File: src/rbsw_defines.svh
/*
 * Constants of the banked program-memory window: bank select register
 * address, field layout, reset value and the address map of the window.
 * Assumes a 16-bit CPU address space and a flash array of at most 128 KB.
 */
`ifndef RBSW_DEFINES_SVH
`define RBSW_DEFINES_SVH

// ----------------------------------------------------------------------
// Bank select register
// ----------------------------------------------------------------------
`define RBSW_BANK_REG_ADDR   16'hfff3
`define RBSW_BANK_RESET      3'h0
`define RBSW_BANK_MSB        2
`define RBSW_BANK_LSB        0
`define RBSW_BANK_PAD        5'h00

// ----------------------------------------------------------------------
// Address map
// ----------------------------------------------------------------------
`define RBSW_COMMON_LAST     16'h7fff
`define RBSW_WIN_FIRST       16'h8000
`define RBSW_WIN_LAST        16'hbfff
`define RBSW_WIN_OFS_BITS    14
`define RBSW_FLASH_WIN_BASE  17'h08000
`define RBSW_FLASH_AW        17

// ----------------------------------------------------------------------
// Variants
// ----------------------------------------------------------------------
`define RBSW_BANKS_SMALL     4
`define RBSW_BANKS_LARGE     6

`endif

File: src/rbsw_pkg.sv
/*
 * Types of the banked window link: the access kinds both ends share, and the CPU end states.
 * Assumes rbsw_defines.svh supplies all numeric constants.
 */
package rbsw_pkg;

	// ------------------------------------------------------------------
	// Access kinds
	// ------------------------------------------------------------------
	typedef enum logic [1:0] {
		RBSW_KIND_FETCH  = 2'h0,
		RBSW_KIND_DATA   = 2'h1,
		RBSW_KIND_VECTOR = 2'h2
	} rbsw_kind_t;

	// ------------------------------------------------------------------
	// CPU end states
	// ------------------------------------------------------------------
	typedef enum logic [1:0] {
		RBSW_ST_IDLE = 2'h1,
		RBSW_ST_WAIT = 2'h2
	} rbsw_state_t;

endpackage : rbsw_pkg

File: src/rbsw_if.sv
/*
 * Link between the CPU core end and the banked window end.
 * Assumes both ends run on one clock; the clock is not carried here.
 */
`timescale 1ns/1ps

interface rbsw_if;
	logic                 req_valid;
	logic [15:0]          req_addr;
	logic                 req_write;
	logic [7:0]           req_wdata;
	rbsw_pkg::rbsw_kind_t req_kind;
	logic                 rsp_valid;
	logic [7:0]           rsp_rdata;

	modport window (
		input  req_valid, req_addr, req_write, req_wdata, req_kind,
		output rsp_valid, rsp_rdata
	);

	modport cpu (
		output req_valid, req_addr, req_write, req_wdata, req_kind,
		input  rsp_valid, rsp_rdata
	);
endinterface : rbsw_if

File: src/rbsw_cpu_port.sv
/*
 * CPU end of the banked window link: forwards core accesses one at a
 * time, refuses bank stores and fetches that would break the window,
 * and keeps a shadow and one saved copy of the selected bank.
 * Assumes the window end answers every forwarded request exactly once.
 */
`timescale 1ns/1ps
`include "rbsw_defines.svh"

module rbsw_cpu_port #(
	parameter int BANK_COUNT = `RBSW_BANKS_LARGE
) (
	// Clock, reset, enable
	input  logic                 clk_i,
	input  logic                 rst_i,
	input  logic                 ce_i,
	// Window link
	rbsw_if.cpu                  link,
	// Core request
	input  logic                 core_req_i,
	input  logic [15:0]          core_addr_i,
	input  logic                 core_write_i,
	input  logic [7:0]           core_wdata_i,
	input  rbsw_pkg::rbsw_kind_t core_kind_i,
	input  logic [15:0]          core_pc_i,
	output logic                 core_busy_o,
	// Core answer
	output logic                 core_rsp_valid_o,
	output logic [7:0]           core_rdata_o,
	output logic                 core_refused_o,
	// Bank save and restore
	input  logic                 core_save_i,
	input  logic                 core_restore_i,
	output logic [2:0]           bank_shadow_o,
	output logic [2:0]           bank_saved_o
);

	// ------------------------------------------------------------------
	// Declarations
	// ------------------------------------------------------------------
	localparam logic [2:0] BANK_LIMIT = 3'(BANK_COUNT);

	rbsw_pkg::rbsw_state_t state_r;
	rbsw_pkg::rbsw_kind_t  kind_r;
	logic        req_valid_r;
	logic [15:0] addr_r;
	logic        write_r;
	logic [7:0]  wdata_r;
	logic [2:0]  shadow_r;
	logic [2:0]  saved_r;
	logic        rsp_valid_r;
	logic [7:0]  rdata_r;
	logic        refused_r;

	logic        idle;
	logic        start;
	logic [15:0] c_addr;
	logic        c_write;
	logic [7:0]  c_wdata;
	logic        bank_store;
	logic        pc_in_win;
	logic        refuse;

	// ------------------------------------------------------------------
	// Candidate request; a restore overrides the core this cycle
	// ------------------------------------------------------------------
	assign idle    = (state_r == rbsw_pkg::RBSW_ST_IDLE);
	assign start   = ce_i && idle && (core_restore_i || core_req_i);
	assign c_addr  = core_restore_i ? `RBSW_BANK_REG_ADDR : core_addr_i;
	assign c_write = core_restore_i | core_write_i;
	assign c_wdata = core_restore_i ? {`RBSW_BANK_PAD, saved_r} : core_wdata_i;

	assign bank_store = c_write && (c_addr == `RBSW_BANK_REG_ADDR);
	assign pc_in_win  = (core_pc_i >= `RBSW_WIN_FIRST) && (core_pc_i <= `RBSW_WIN_LAST);

	// Stores of prohibited codes, stores from inside the window and
	// fetches continuing across 8000h outside bank 0 never leave here
	always_comb begin
		refuse = 1'b0;
		if (bank_store && (c_wdata[`RBSW_BANK_MSB:`RBSW_BANK_LSB] >= BANK_LIMIT)) begin
			refuse = 1'b1;
		end
		if (bank_store && pc_in_win) begin
			refuse = 1'b1;
		end
		if (!core_restore_i && (core_kind_i == rbsw_pkg::RBSW_KIND_FETCH) &&
		    (c_addr == `RBSW_WIN_FIRST) && (core_pc_i <= `RBSW_COMMON_LAST) &&
		    (shadow_r != `RBSW_BANK_RESET)) begin
			refuse = 1'b1;
		end
	end

	// ------------------------------------------------------------------
	// Sequencer: one outstanding request
	// ------------------------------------------------------------------
	always_ff @(posedge clk_i) begin
		if (rst_i) begin
			state_r     <= rbsw_pkg::RBSW_ST_IDLE;
			req_valid_r <= 1'b0;
		end else if (ce_i) begin
			unique case (state_r)
				rbsw_pkg::RBSW_ST_IDLE: begin
					req_valid_r <= start && !refuse;
					if (start && !refuse) begin
						state_r <= rbsw_pkg::RBSW_ST_WAIT;
					end
				end
				rbsw_pkg::RBSW_ST_WAIT: begin
					req_valid_r <= 1'b0;
					if (link.rsp_valid) begin
						state_r <= rbsw_pkg::RBSW_ST_IDLE;
					end
				end
				default: begin
					state_r     <= rbsw_pkg::RBSW_ST_IDLE;
					req_valid_r <= 1'b0;
				end
			endcase
		end
	end

	// Request fields held for the window end
	always_ff @(posedge clk_i) begin
		if (rst_i) begin
			addr_r  <= 16'h0000;
			write_r <= 1'b0;
			wdata_r <= 8'h00;
			kind_r  <= rbsw_pkg::RBSW_KIND_FETCH;
		end else if (start && !refuse) begin
			addr_r  <= c_addr;
			write_r <= c_write;
			wdata_r <= c_wdata;
			kind_r  <= core_restore_i ? rbsw_pkg::RBSW_KIND_DATA : core_kind_i;
		end
	end

	// ------------------------------------------------------------------
	// Bank shadow and saved copy
	// ------------------------------------------------------------------
	// Shadow follows forwarded stores; a save in the same cycle keeps the
	// older value, which is the bank to come back to
	always_ff @(posedge clk_i) begin
		if (rst_i) begin
			shadow_r <= `RBSW_BANK_RESET;
			saved_r  <= `RBSW_BANK_RESET;
		end else if (ce_i) begin
			if (start && !refuse && bank_store) begin
				shadow_r <= c_wdata[`RBSW_BANK_MSB:`RBSW_BANK_LSB];
			end
			if (core_save_i) begin
				saved_r <= shadow_r;
			end
		end
	end

	// ------------------------------------------------------------------
	// Answer to the core
	// ------------------------------------------------------------------
	always_ff @(posedge clk_i) begin
		if (rst_i) begin
			rsp_valid_r <= 1'b0;
			rdata_r     <= 8'h00;
			refused_r   <= 1'b0;
		end else if (ce_i) begin
			rsp_valid_r <= !idle && link.rsp_valid;
			refused_r   <= start && refuse;
			if (!idle && link.rsp_valid) begin
				rdata_r <= link.rsp_rdata;
			end
		end
	end

	assign link.req_valid   = req_valid_r;
	assign link.req_addr    = addr_r;
	assign link.req_write   = write_r;
	assign link.req_wdata   = wdata_r;
	assign link.req_kind    = kind_r;
	assign core_busy_o      = !idle || core_restore_i;
	assign core_rsp_valid_o = rsp_valid_r;
	assign core_rdata_o     = rdata_r;
	assign core_refused_o   = refused_r;
	assign bank_shadow_o    = shadow_r;
	assign bank_saved_o     = saved_r;

endmodule : rbsw_cpu_port

File: src/flat_wrapper.sv
// flat-port wrapper written by rule: the top's interface ports become plain ports
module rbsw_cpu_port_flat 
#(
	parameter int BANK_COUNT = `RBSW_BANKS_LARGE
)
  (clk_i, rst_i, ce_i, core_req_i, core_addr_i, core_write_i, core_wdata_i, core_kind_i, core_pc_i, core_busy_o, core_rsp_valid_o, core_rdata_o, core_refused_o, core_save_i, core_restore_i, bank_shadow_o, bank_saved_o, link_req_valid, link_req_addr, link_req_write, link_req_wdata, link_req_kind, link_rsp_valid, link_rsp_rdata);
  rbsw_if link_i ();
  input  logic clk_i;
  input  logic rst_i;
  input  logic ce_i;
  input  logic core_req_i;
  input  logic [15:0] core_addr_i;
  input  logic core_write_i;
  input  logic [7:0] core_wdata_i;
  input  rbsw_pkg::rbsw_kind_t core_kind_i;
  input  logic [15:0] core_pc_i;
  output logic core_busy_o;
  output logic core_rsp_valid_o;
  output logic [7:0] core_rdata_o;
  output logic core_refused_o;
  input  logic core_save_i;
  input  logic core_restore_i;
  output logic [2:0] bank_shadow_o;
  output logic [2:0] bank_saved_o;
  output wire logic [$bits(link_i.req_valid)-1:0] link_req_valid;
  output wire logic [$bits(link_i.req_addr)-1:0] link_req_addr;
  output wire logic [$bits(link_i.req_write)-1:0] link_req_write;
  output wire logic [$bits(link_i.req_wdata)-1:0] link_req_wdata;
  output wire logic [$bits(link_i.req_kind)-1:0] link_req_kind;
  input wire logic [$bits(link_i.rsp_valid)-1:0] link_rsp_valid;
  input wire logic [$bits(link_i.rsp_rdata)-1:0] link_rsp_rdata;
  assign link_req_valid = link_i.req_valid;
  assign link_req_addr = link_i.req_addr;
  assign link_req_write = link_i.req_write;
  assign link_req_wdata = link_i.req_wdata;
  assign link_req_kind = link_i.req_kind;
  assign link_i.rsp_valid = link_rsp_valid;
  assign link_i.rsp_rdata = link_rsp_rdata;
  rbsw_cpu_port #(.BANK_COUNT(BANK_COUNT)) u_core (.clk_i(clk_i), .rst_i(rst_i), .ce_i(ce_i), .link(link_i), .core_req_i(core_req_i), .core_addr_i(core_addr_i), .core_write_i(core_write_i), .core_wdata_i(core_wdata_i), .core_kind_i(core_kind_i), .core_pc_i(core_pc_i), .core_busy_o(core_busy_o), .core_rsp_valid_o(core_rsp_valid_o), .core_rdata_o(core_rdata_o), .core_refused_o(core_refused_o), .core_save_i(core_save_i), .core_restore_i(core_restore_i), .bank_shadow_o(bank_shadow_o), .bank_saved_o(bank_saved_o));
endmodule
File: config.mk
export PLATFORM = sky130hd
export DESIGN_NAME = rbsw_cpu_port_flat
export DESIGN_NICKNAME = d
export VERILOG_FILES = /design/src/rbsw_pkg.sv /design/src/rbsw_if.sv /design/src/rbsw_cpu_port.sv /design/src/flat_wrapper.sv
export VERILOG_INCLUDE_DIRS = /design/src
export SDC_FILE = /design/constraint.sdc
export NUM_CORES = 1
export LEC_CHECK = 0
export BUFFER_PORTS_ARGS = -buffer_cell sky130_fd_sc_hd__buf_2
export CAP_MARGIN = 5
export CORE_UTILIZATION = 30
export CTS_CLUSTER_DIAMETER = 80
export CTS_CLUSTER_SIZE = 24
export DETAILED_ROUTE_END_ITERATION = 6
export PLACE_DENSITY = 0.62
export SLEW_MARGIN = 10
export SYNTH_ARGS = -nofsm -noshare
export SYNTH_HDL_FRONTEND = slang
export SYNTH_SLANG_ARGS = --single-unit
File: constraint.sdc
create_clock -name clk_i -period 2.8 [get_ports clk_i]
set_clock_uncertainty 0.05 [all_clocks]
set_input_delay 0.14 -clock clk_i [delete_from_list [all_inputs] [get_ports clk_i]]
set_output_delay 0.14 -clock clk_i [all_outputs]
set_load 0.1 [all_outputs]
==> results.sh, run 1 <==
export IMPL_outcome="complete, no violations"
export IMPL_ctsResizeCount=0
export IMPL_worst_pin_slew_ns=0.948
export IMPL_grt_antenna_before_repair=0
export IMPL_diodes=0
export IMPL_clk_pin_slew_ns=0.08
export IMPL_async_flop_share_pct=0
export IMPL_cts_sinks=46
export IMPL_synth_area_um2=2180
export IMPL_start_kind="flop"
export IMPL_required_ns=2.96
export IMPL_cts_tree="done"
export IMPL_intPower_uw=985
export IMPL_tns_ns=0
export IMPL_critPathMaxFanout=25
export IMPL_ys_seq_elements=46
export IMPL_slowest_stage="o21bai_4"
export IMPL_maxSlewViolCount=0
export IMPL_switching_share_pct=38.6
export IMPL_overflow=0
export IMPL_dr_total_vias=1787
export IMPL_yosysUniqueCellTypes=31
export IMPL_core_area_um2=6910
export IMPL_clk_path_buf_depth=2
export IMPL_maxCapViolations=0
export IMPL_fin_crit_sh_pct=81.0
export IMPL_setup_ws_ns=0.533
export IMPL_pwr_share_seq_pct=44.4
export IMPL_synth_largest_area_cell="dfxtp_1"
export IMPL_place_congestion=0.782
export IMPL_fin_crit_ns=2.27
export IMPL_nNetsFinal=361
export IMPL_portBuffers=88
export IMPL_die_x_um=87.3
export IMPL_ys_warnings_count=0
export IMPL_finalSetupViolCount=0
export IMPL_clkLatencyLatePin_ns=0.28
export IMPL_yosysSeqAreaShare_pct=42.2
export IMPL_power_switching_uw=618
export IMPL_post_cts_buffers=0
export IMPL_ant_nets=0
export IMPL_cts_root_buf="clkbuf_8"
export IMPL_synthTopCellsByArea="dfxtp_1 (42%), mux2i_1 (16%), nand2b_1 (7.2%)"
export IMPL_pre_cts_ws_ns=0.391
export IMPL_via_per_inst=4.48
export IMPL_cp_end_kind="flop"
export IMPL_first_global_vias=1738
export IMPL_powerDensity_nw_per_um2=584
export IMPL_synth_edf_count=0
export IMPL_cts_buffers=5
export IMPL_synthFlopType="dfxtp_1"
export IMPL_gr_usage_all_layers_pct=14.1
export IMPL_wl_um=5310
export IMPL_grt_max_degree=49
export IMPL_layout_drive_gt1_share_pct=36.6
export IMPL_dp_hpwl_um=3930
export IMPL_total_power_mw=1.60
export IMPL_drc=0
export IMPL_start_util_pct=31.6
export IMPL_syn_inst=220
export IMPL_synth_top_area_share_pct=42.2
export IMPL_ir_worst_vdd_v=0.000277
export IMPL_finalHoldViolations=0
export IMPL_rsz0062_at_grt="false"
export IMPL_area_delta_synth_final_pct=25.8
export IMPL_slew_headroom_pct=36.7
export IMPL_initialDrtViolationCount=58
export IMPL_hold_class="input port to flop"
export IMPL_critPathArrivalTime_ns=2.43
export IMPL_p_leak_nw=1.32
export IMPL_syn_nets=278
export IMPL_fin_hold_ws_ns=0.0359
export IMPL_holdBufCountCts=0
export IMPL_first_pass_iters=4
export IMPL_crit_chain="nand3_1 > o21ai_0 > a21oi_1 > o21bai_4 > buf_4 > mux2i_1"
export IMPL_ff2ff_path_depth=6
export IMPL_power_frac_comb_pct=31.8
export IMPL_hold_depth=3
export IMPL_grt_first_pass_wirelength_um=8360
export IMPL_die_area_um2=7630
export IMPL_fin_util_pct=39.8
export IMPL_fmaxAchievable_mhz=441
export IMPL_synth_area_per_cell_um2=9.93
export IMPL_die_h_um=87.3
export IMPL_io_pins=103
export IMPL_rows=30
export IMPL_crit_type="flop to flop"
export IMPL_wl_per_cell_um=13.3
export IMPL_p_clk_share_pct=23.8
export IMPL_h_tree_depth=2
export IMPL_cpPeakStageDelay_ns=0.79
[cell usage after synthesis (all sizes together) (2+ instances only)]
cell type,count
a21o,2
a21oi,7
buf,5
clkbuf,10
dfxtp,46
inv,2
mux2,7
mux2i,34
nand2,15
nand2b,25
nand3,5
nand4,4
nor2,18
nor2b,7
nor4,5
o21ai,3
o21bai,17
[cells by family after synthesis]
logic type	count (synthesis)	synth area share (%)
muxes	41	19.9
and+or+nand+nor	82	20.1
DFF	46	42.2
AOI/OAI and AO/OA	34	13.1
buffers and inverters	17	4.75
[sequential cells by signal, summed over array words and instances, names as in the netlist, 2 cells and up]
| register | flops |
|---|---|
| u_core.bank_shadow_o | 3 |
| u_core.state_r | 2 |
| u_core.link.req_addr | 16 |
| u_core.bank_saved_o | 3 |
| u_core.link.req_kind | 2 |
| u_core.link.req_wdata | 8 |
| u_core.core_rdata_o | 8 |
[worst max-delay path: cells and delay by family (launching register included)]
kind	cells	cell delay (ns)
simple gates	1	0.09
buf+inv	1	0.31
compound gates	3	1.13
mux	1	0.21
flops	1	0.39
[final timing paths]
check / slack, ns / start / endpoint
worst max register to register: 0.53 / u_core.bank_saved_o[2]$_SDFFE_PP0P_ / u_core.link.req_addr[5]$_SDFFE_PP0P_
worst min-delay path: 0.04 / link_rsp_rdata[5] / u_core.core_rdata_o[5]$_SDFFE_PP0P_
worst max-delay path: 0.53 / u_core.bank_saved_o[2]$_SDFFE_PP0P_ / u_core.link.req_addr[5]$_SDFFE_PP0P_
worst min register to register: 0.42 / u_core.state_r[1]$_SDFFE_PP0P_ / u_core.state_r[1]$_SDFFE_PP0P_
[routing by layer]
metal  vias up  track usage, %  wire [um]  share of wire, %
met4         0            2.68         22              0.41
met1       803            18.3       2540                48
met3         2            4.36        377               7.1
li1        922               -          -                 -
met2        60            22.9       2370                45
met5         -               0          0                 0
[cell usage in the layout (no fill, tap or decap), types with 3 or more instances in the layout]
cell type,n
buf_2,88
dfxtp_1,46
mux2i_1,34
nand2b_1,25
nor2_1,18
nand2_1,15
o21bai_1,15
a21oi_1,7
nor2b_1,7
nand3_1,5
clkbuf_8,5
nor4_1,4
nand4_1,4
mux2_4,4
mux2_2,3
buf_4,3
[power by group through the flow]
stage | Clock [mW] | Sequential, mW | Combinational, mW
floorplan | 0 | 0.988 | 0.157
global placement | 0 | 0.726 | 0.512
detailed placement | 0 | 0.727 | 0.514
CTS | 0.399 | 0.713 | 0.514
global route | 0.426 | 0.717 | 0.535
finish | 0.381 | 0.712 | 0.510
[layout make-up]
class	count	area, um^2
multi-input combinational	157	1160
inverter	2	7.51
clock buffer	7	76.3
fill	736	4160
tap	96	120
sequential	46	921
timing repair buffer	91	463
[through the flow]
step,instance area (um^2),instances
finish,2750,399
global route,2750,399
CTS,2750,399
detailed placement,2670,392
global placement,2670,392
floorplan,2180,220
(Power assumes the default switching activity.)
==> run 2: changes to the inputs <==
Settings changed: ABC_AREA set to 1, PLACE_DENSITY 0.62 to 0.6.
Clock period 2.8 ns to 2.2 ns, I/O delays scaled along.
==> results.sh, run 2 <==
export IMPL_fin_util_pct=40.3
export IMPL_maxCapViolations=0
export IMPL_rsz0062_at_grt="false"
export IMPL_design_area_um2=3160
export IMPL_layout_drive_gt1_share_pct=23.3
export IMPL_outcome="complete, no violations"
export IMPL_fmaxAchievable_mhz=596
export IMPL_cts_root_buf="clkbuf_8"
export IMPL_crit_type="input port to flop"
export IMPL_yosysSeqAreaShare_pct=37.3
export IMPL_layout_common_cells="nand2_1 (95), buf_2 (88), nor2_1 (81)"
export IMPL_h_tree_depth=2
export IMPL_fin_hold_ws_ns=0.0116
export IMPL_synthTopCellsByArea="dfxtp_1 (37%), nand2_1 (14%), nor2_1 (12%)"
export IMPL_ant_nets=0
export IMPL_synthTopCellsByCount="nand2_1 (95), nor2_1 (81), inv_1 (77)"
export IMPL_first_pass_iters=4
export IMPL_fin_crit_ns=1.68
export IMPL_cts_sinks=46
export IMPL_clk_path_buf_depth=2
export IMPL_critPathArrivalTime_ns=1.84
export IMPL_gr_usage_all_layers_pct=16.6
export IMPL_worst_pin_slew_ns=0.504
export IMPL_ir_worst_vdd_v=0.000305
export IMPL_via_per_inst=4.38
export IMPL_overflow=0
export IMPL_wl_per_cell_um=11.5
export IMPL_die_x_um=92.7
export IMPL_ys_seq_elements=46
export IMPL_grt_max_degree=30
export IMPL_dp_hpwl_um=4900
export IMPL_async_flop_share_pct=0
export IMPL_mostFrequentLayoutCell="nand2_1"
export IMPL_fillers=875
export IMPL_cts_tree="done"
export IMPL_rows=32
export IMPL_syn_inst=396
export IMPL_placed_area_um2=2980
export IMPL_diodes=0
export IMPL_grt_antenna_before_repair=0
export IMPL_start_kind="input port"
export IMPL_place_congestion=0.841
export IMPL_cp_end_kind="flop"
export IMPL_area_delta_synth_final_pct=28.2
export IMPL_finalHoldViolations=0
export IMPL_start_util_pct=31.4
export IMPL_powerDensity_nw_per_um2=747
export IMPL_fin_crit_sh_pct=76.2
export IMPL_tns_ns=0
export IMPL_total_power_mw=2.36
export IMPL_seq_area_um2=921
export IMPL_dr_total_vias=2591
export IMPL_synth_area_per_cell_um2=6.23
export IMPL_multi_input_area_um2=1110
export IMPL_critPathMaxFanout=24
export IMPL_clkLatencyLatePin_ns=0.31
export IMPL_synth_area_um2=2470
export IMPL_clk_pin_slew_ns=0.10
export IMPL_synth_top_area_share_pct=37.3
export IMPL_initialDrtViolationCount=127
export IMPL_synth_edf_count=0
export IMPL_die_h_um=92.7
export IMPL_largest_reg_flops=16
export IMPL_first_global_vias=2462
export IMPL_required_ns=2.36
export IMPL_hold_class="input port to flop"
export IMPL_yosysUniqueCellTypes=25
export IMPL_syn_nets=454
export IMPL_die_area_um2=8590
export IMPL_cts_buffers=5
export IMPL_io_pins=103
export IMPL_maxSlewViolCount=0
export IMPL_drc=0
export IMPL_ys_warnings_count=0
export IMPL_ctsResizeCount=0
export IMPL_core_area_um2=7850
export IMPL_p_leak_nw=1.78
export IMPL_synth_largest_area_cell="dfxtp_1"
export IMPL_yosysMostFrequentCell="nand2_1"
export IMPL_nNetsFinal=547
export IMPL_grt_first_pass_wirelength_um=11200
export IMPL_synthFlopType="dfxtp_1"
export IMPL_portBuffers=88
export IMPL_finalSetupViolCount=0
export IMPL_slew_headroom_pct=66.6
export IMPL_wl_um=6840
==> run 2: kinds of logic after synthesis <==
group | count (synthesis) | share of synthesized area, %
flip-flops | 46 | 37.3
AO/OA/AOI/OAI | 32 | 6.80
buffers and inverters | 100 | 18.0
AND/OR/NAND/NOR | 218 | 37.9
==> run 2: final timing paths <==
path,from,end,slack [ns],cells after the start
setup / recovery,core_restore_i,u_core.link.req_addr[14]$_SDFFE_PP0P_,0.52,11
hold / removal,core_save_i,u_core.bank_saved_o[0]$_SDFFE_PP0P_,0.01,3
setup reg to reg,u_core.bank_saved_o[1]$_SDFFE_PP0P_,u_core.link.req_kind[1]$_SDFFE_PP0P_,0.53,10
hold reg to reg,u_core.core_refused_o$_SDFFE_PP0P_,u_core.core_refused_o$_SDFFE_PP0P_,0.42,2
==> run 2: per-layer routing <==
| metal | GRT usage [%] | up-vias | wire length, um |
|---|---|---|---|
| li1 | - | 1386 | - |
| met1 | 19.6 | 1104 | 3040 |
| met2 | 30.0 | 93 | 3300 |
| met3 | 3.37 | 8 | 408 |
| met4 | 5.00 | 0 | 90 |
| met5 | 0 | - | 0 |
==> run 2: report_power, final <==
part           switching [mW]  internal, mW
Combinational           0.692         0.183
Clock                   0.330         0.230
Sequential             0.0296         0.897
Total                    1.05          1.31
==> run 2: metrics by stage <==
stage               std cells  setup slack, ns
floorplan                 396            0.120
global placement          575            0.179
detailed placement        575            0.168
CTS                       592            0.499
global route              592            0.346
finish                    592            0.523
==> run 2: worst max-delay path, stage by stage <==
cell	delay [ns]
buf_2	0.31
inv_2	0.18
o21ai_1	0.22
nand3_1	0.11
nor2_1	0.16
nand3_2	0.08
nand3_1	0.29
buf_12	0.22
nand2_1	0.06
inv_1	0.05
nor2_1	0.03
==> run 2: timing repair <==
action,CTS,global route
setup buffers,0,0
endpoints found under the hold margin,12,0
hold buffers,9,0
==> run 2: layout make-up <==
type | count | share of cell area, %
multi-input combinational | 250 | 35.1
sequential | 46 | 29.1
timing repair buffer | 106 | 19.3
inverter | 80 | 9.50
tap | 102 | 4.04
clock buffer | 5 | 2.18
clock inverter | 3 | 0.791
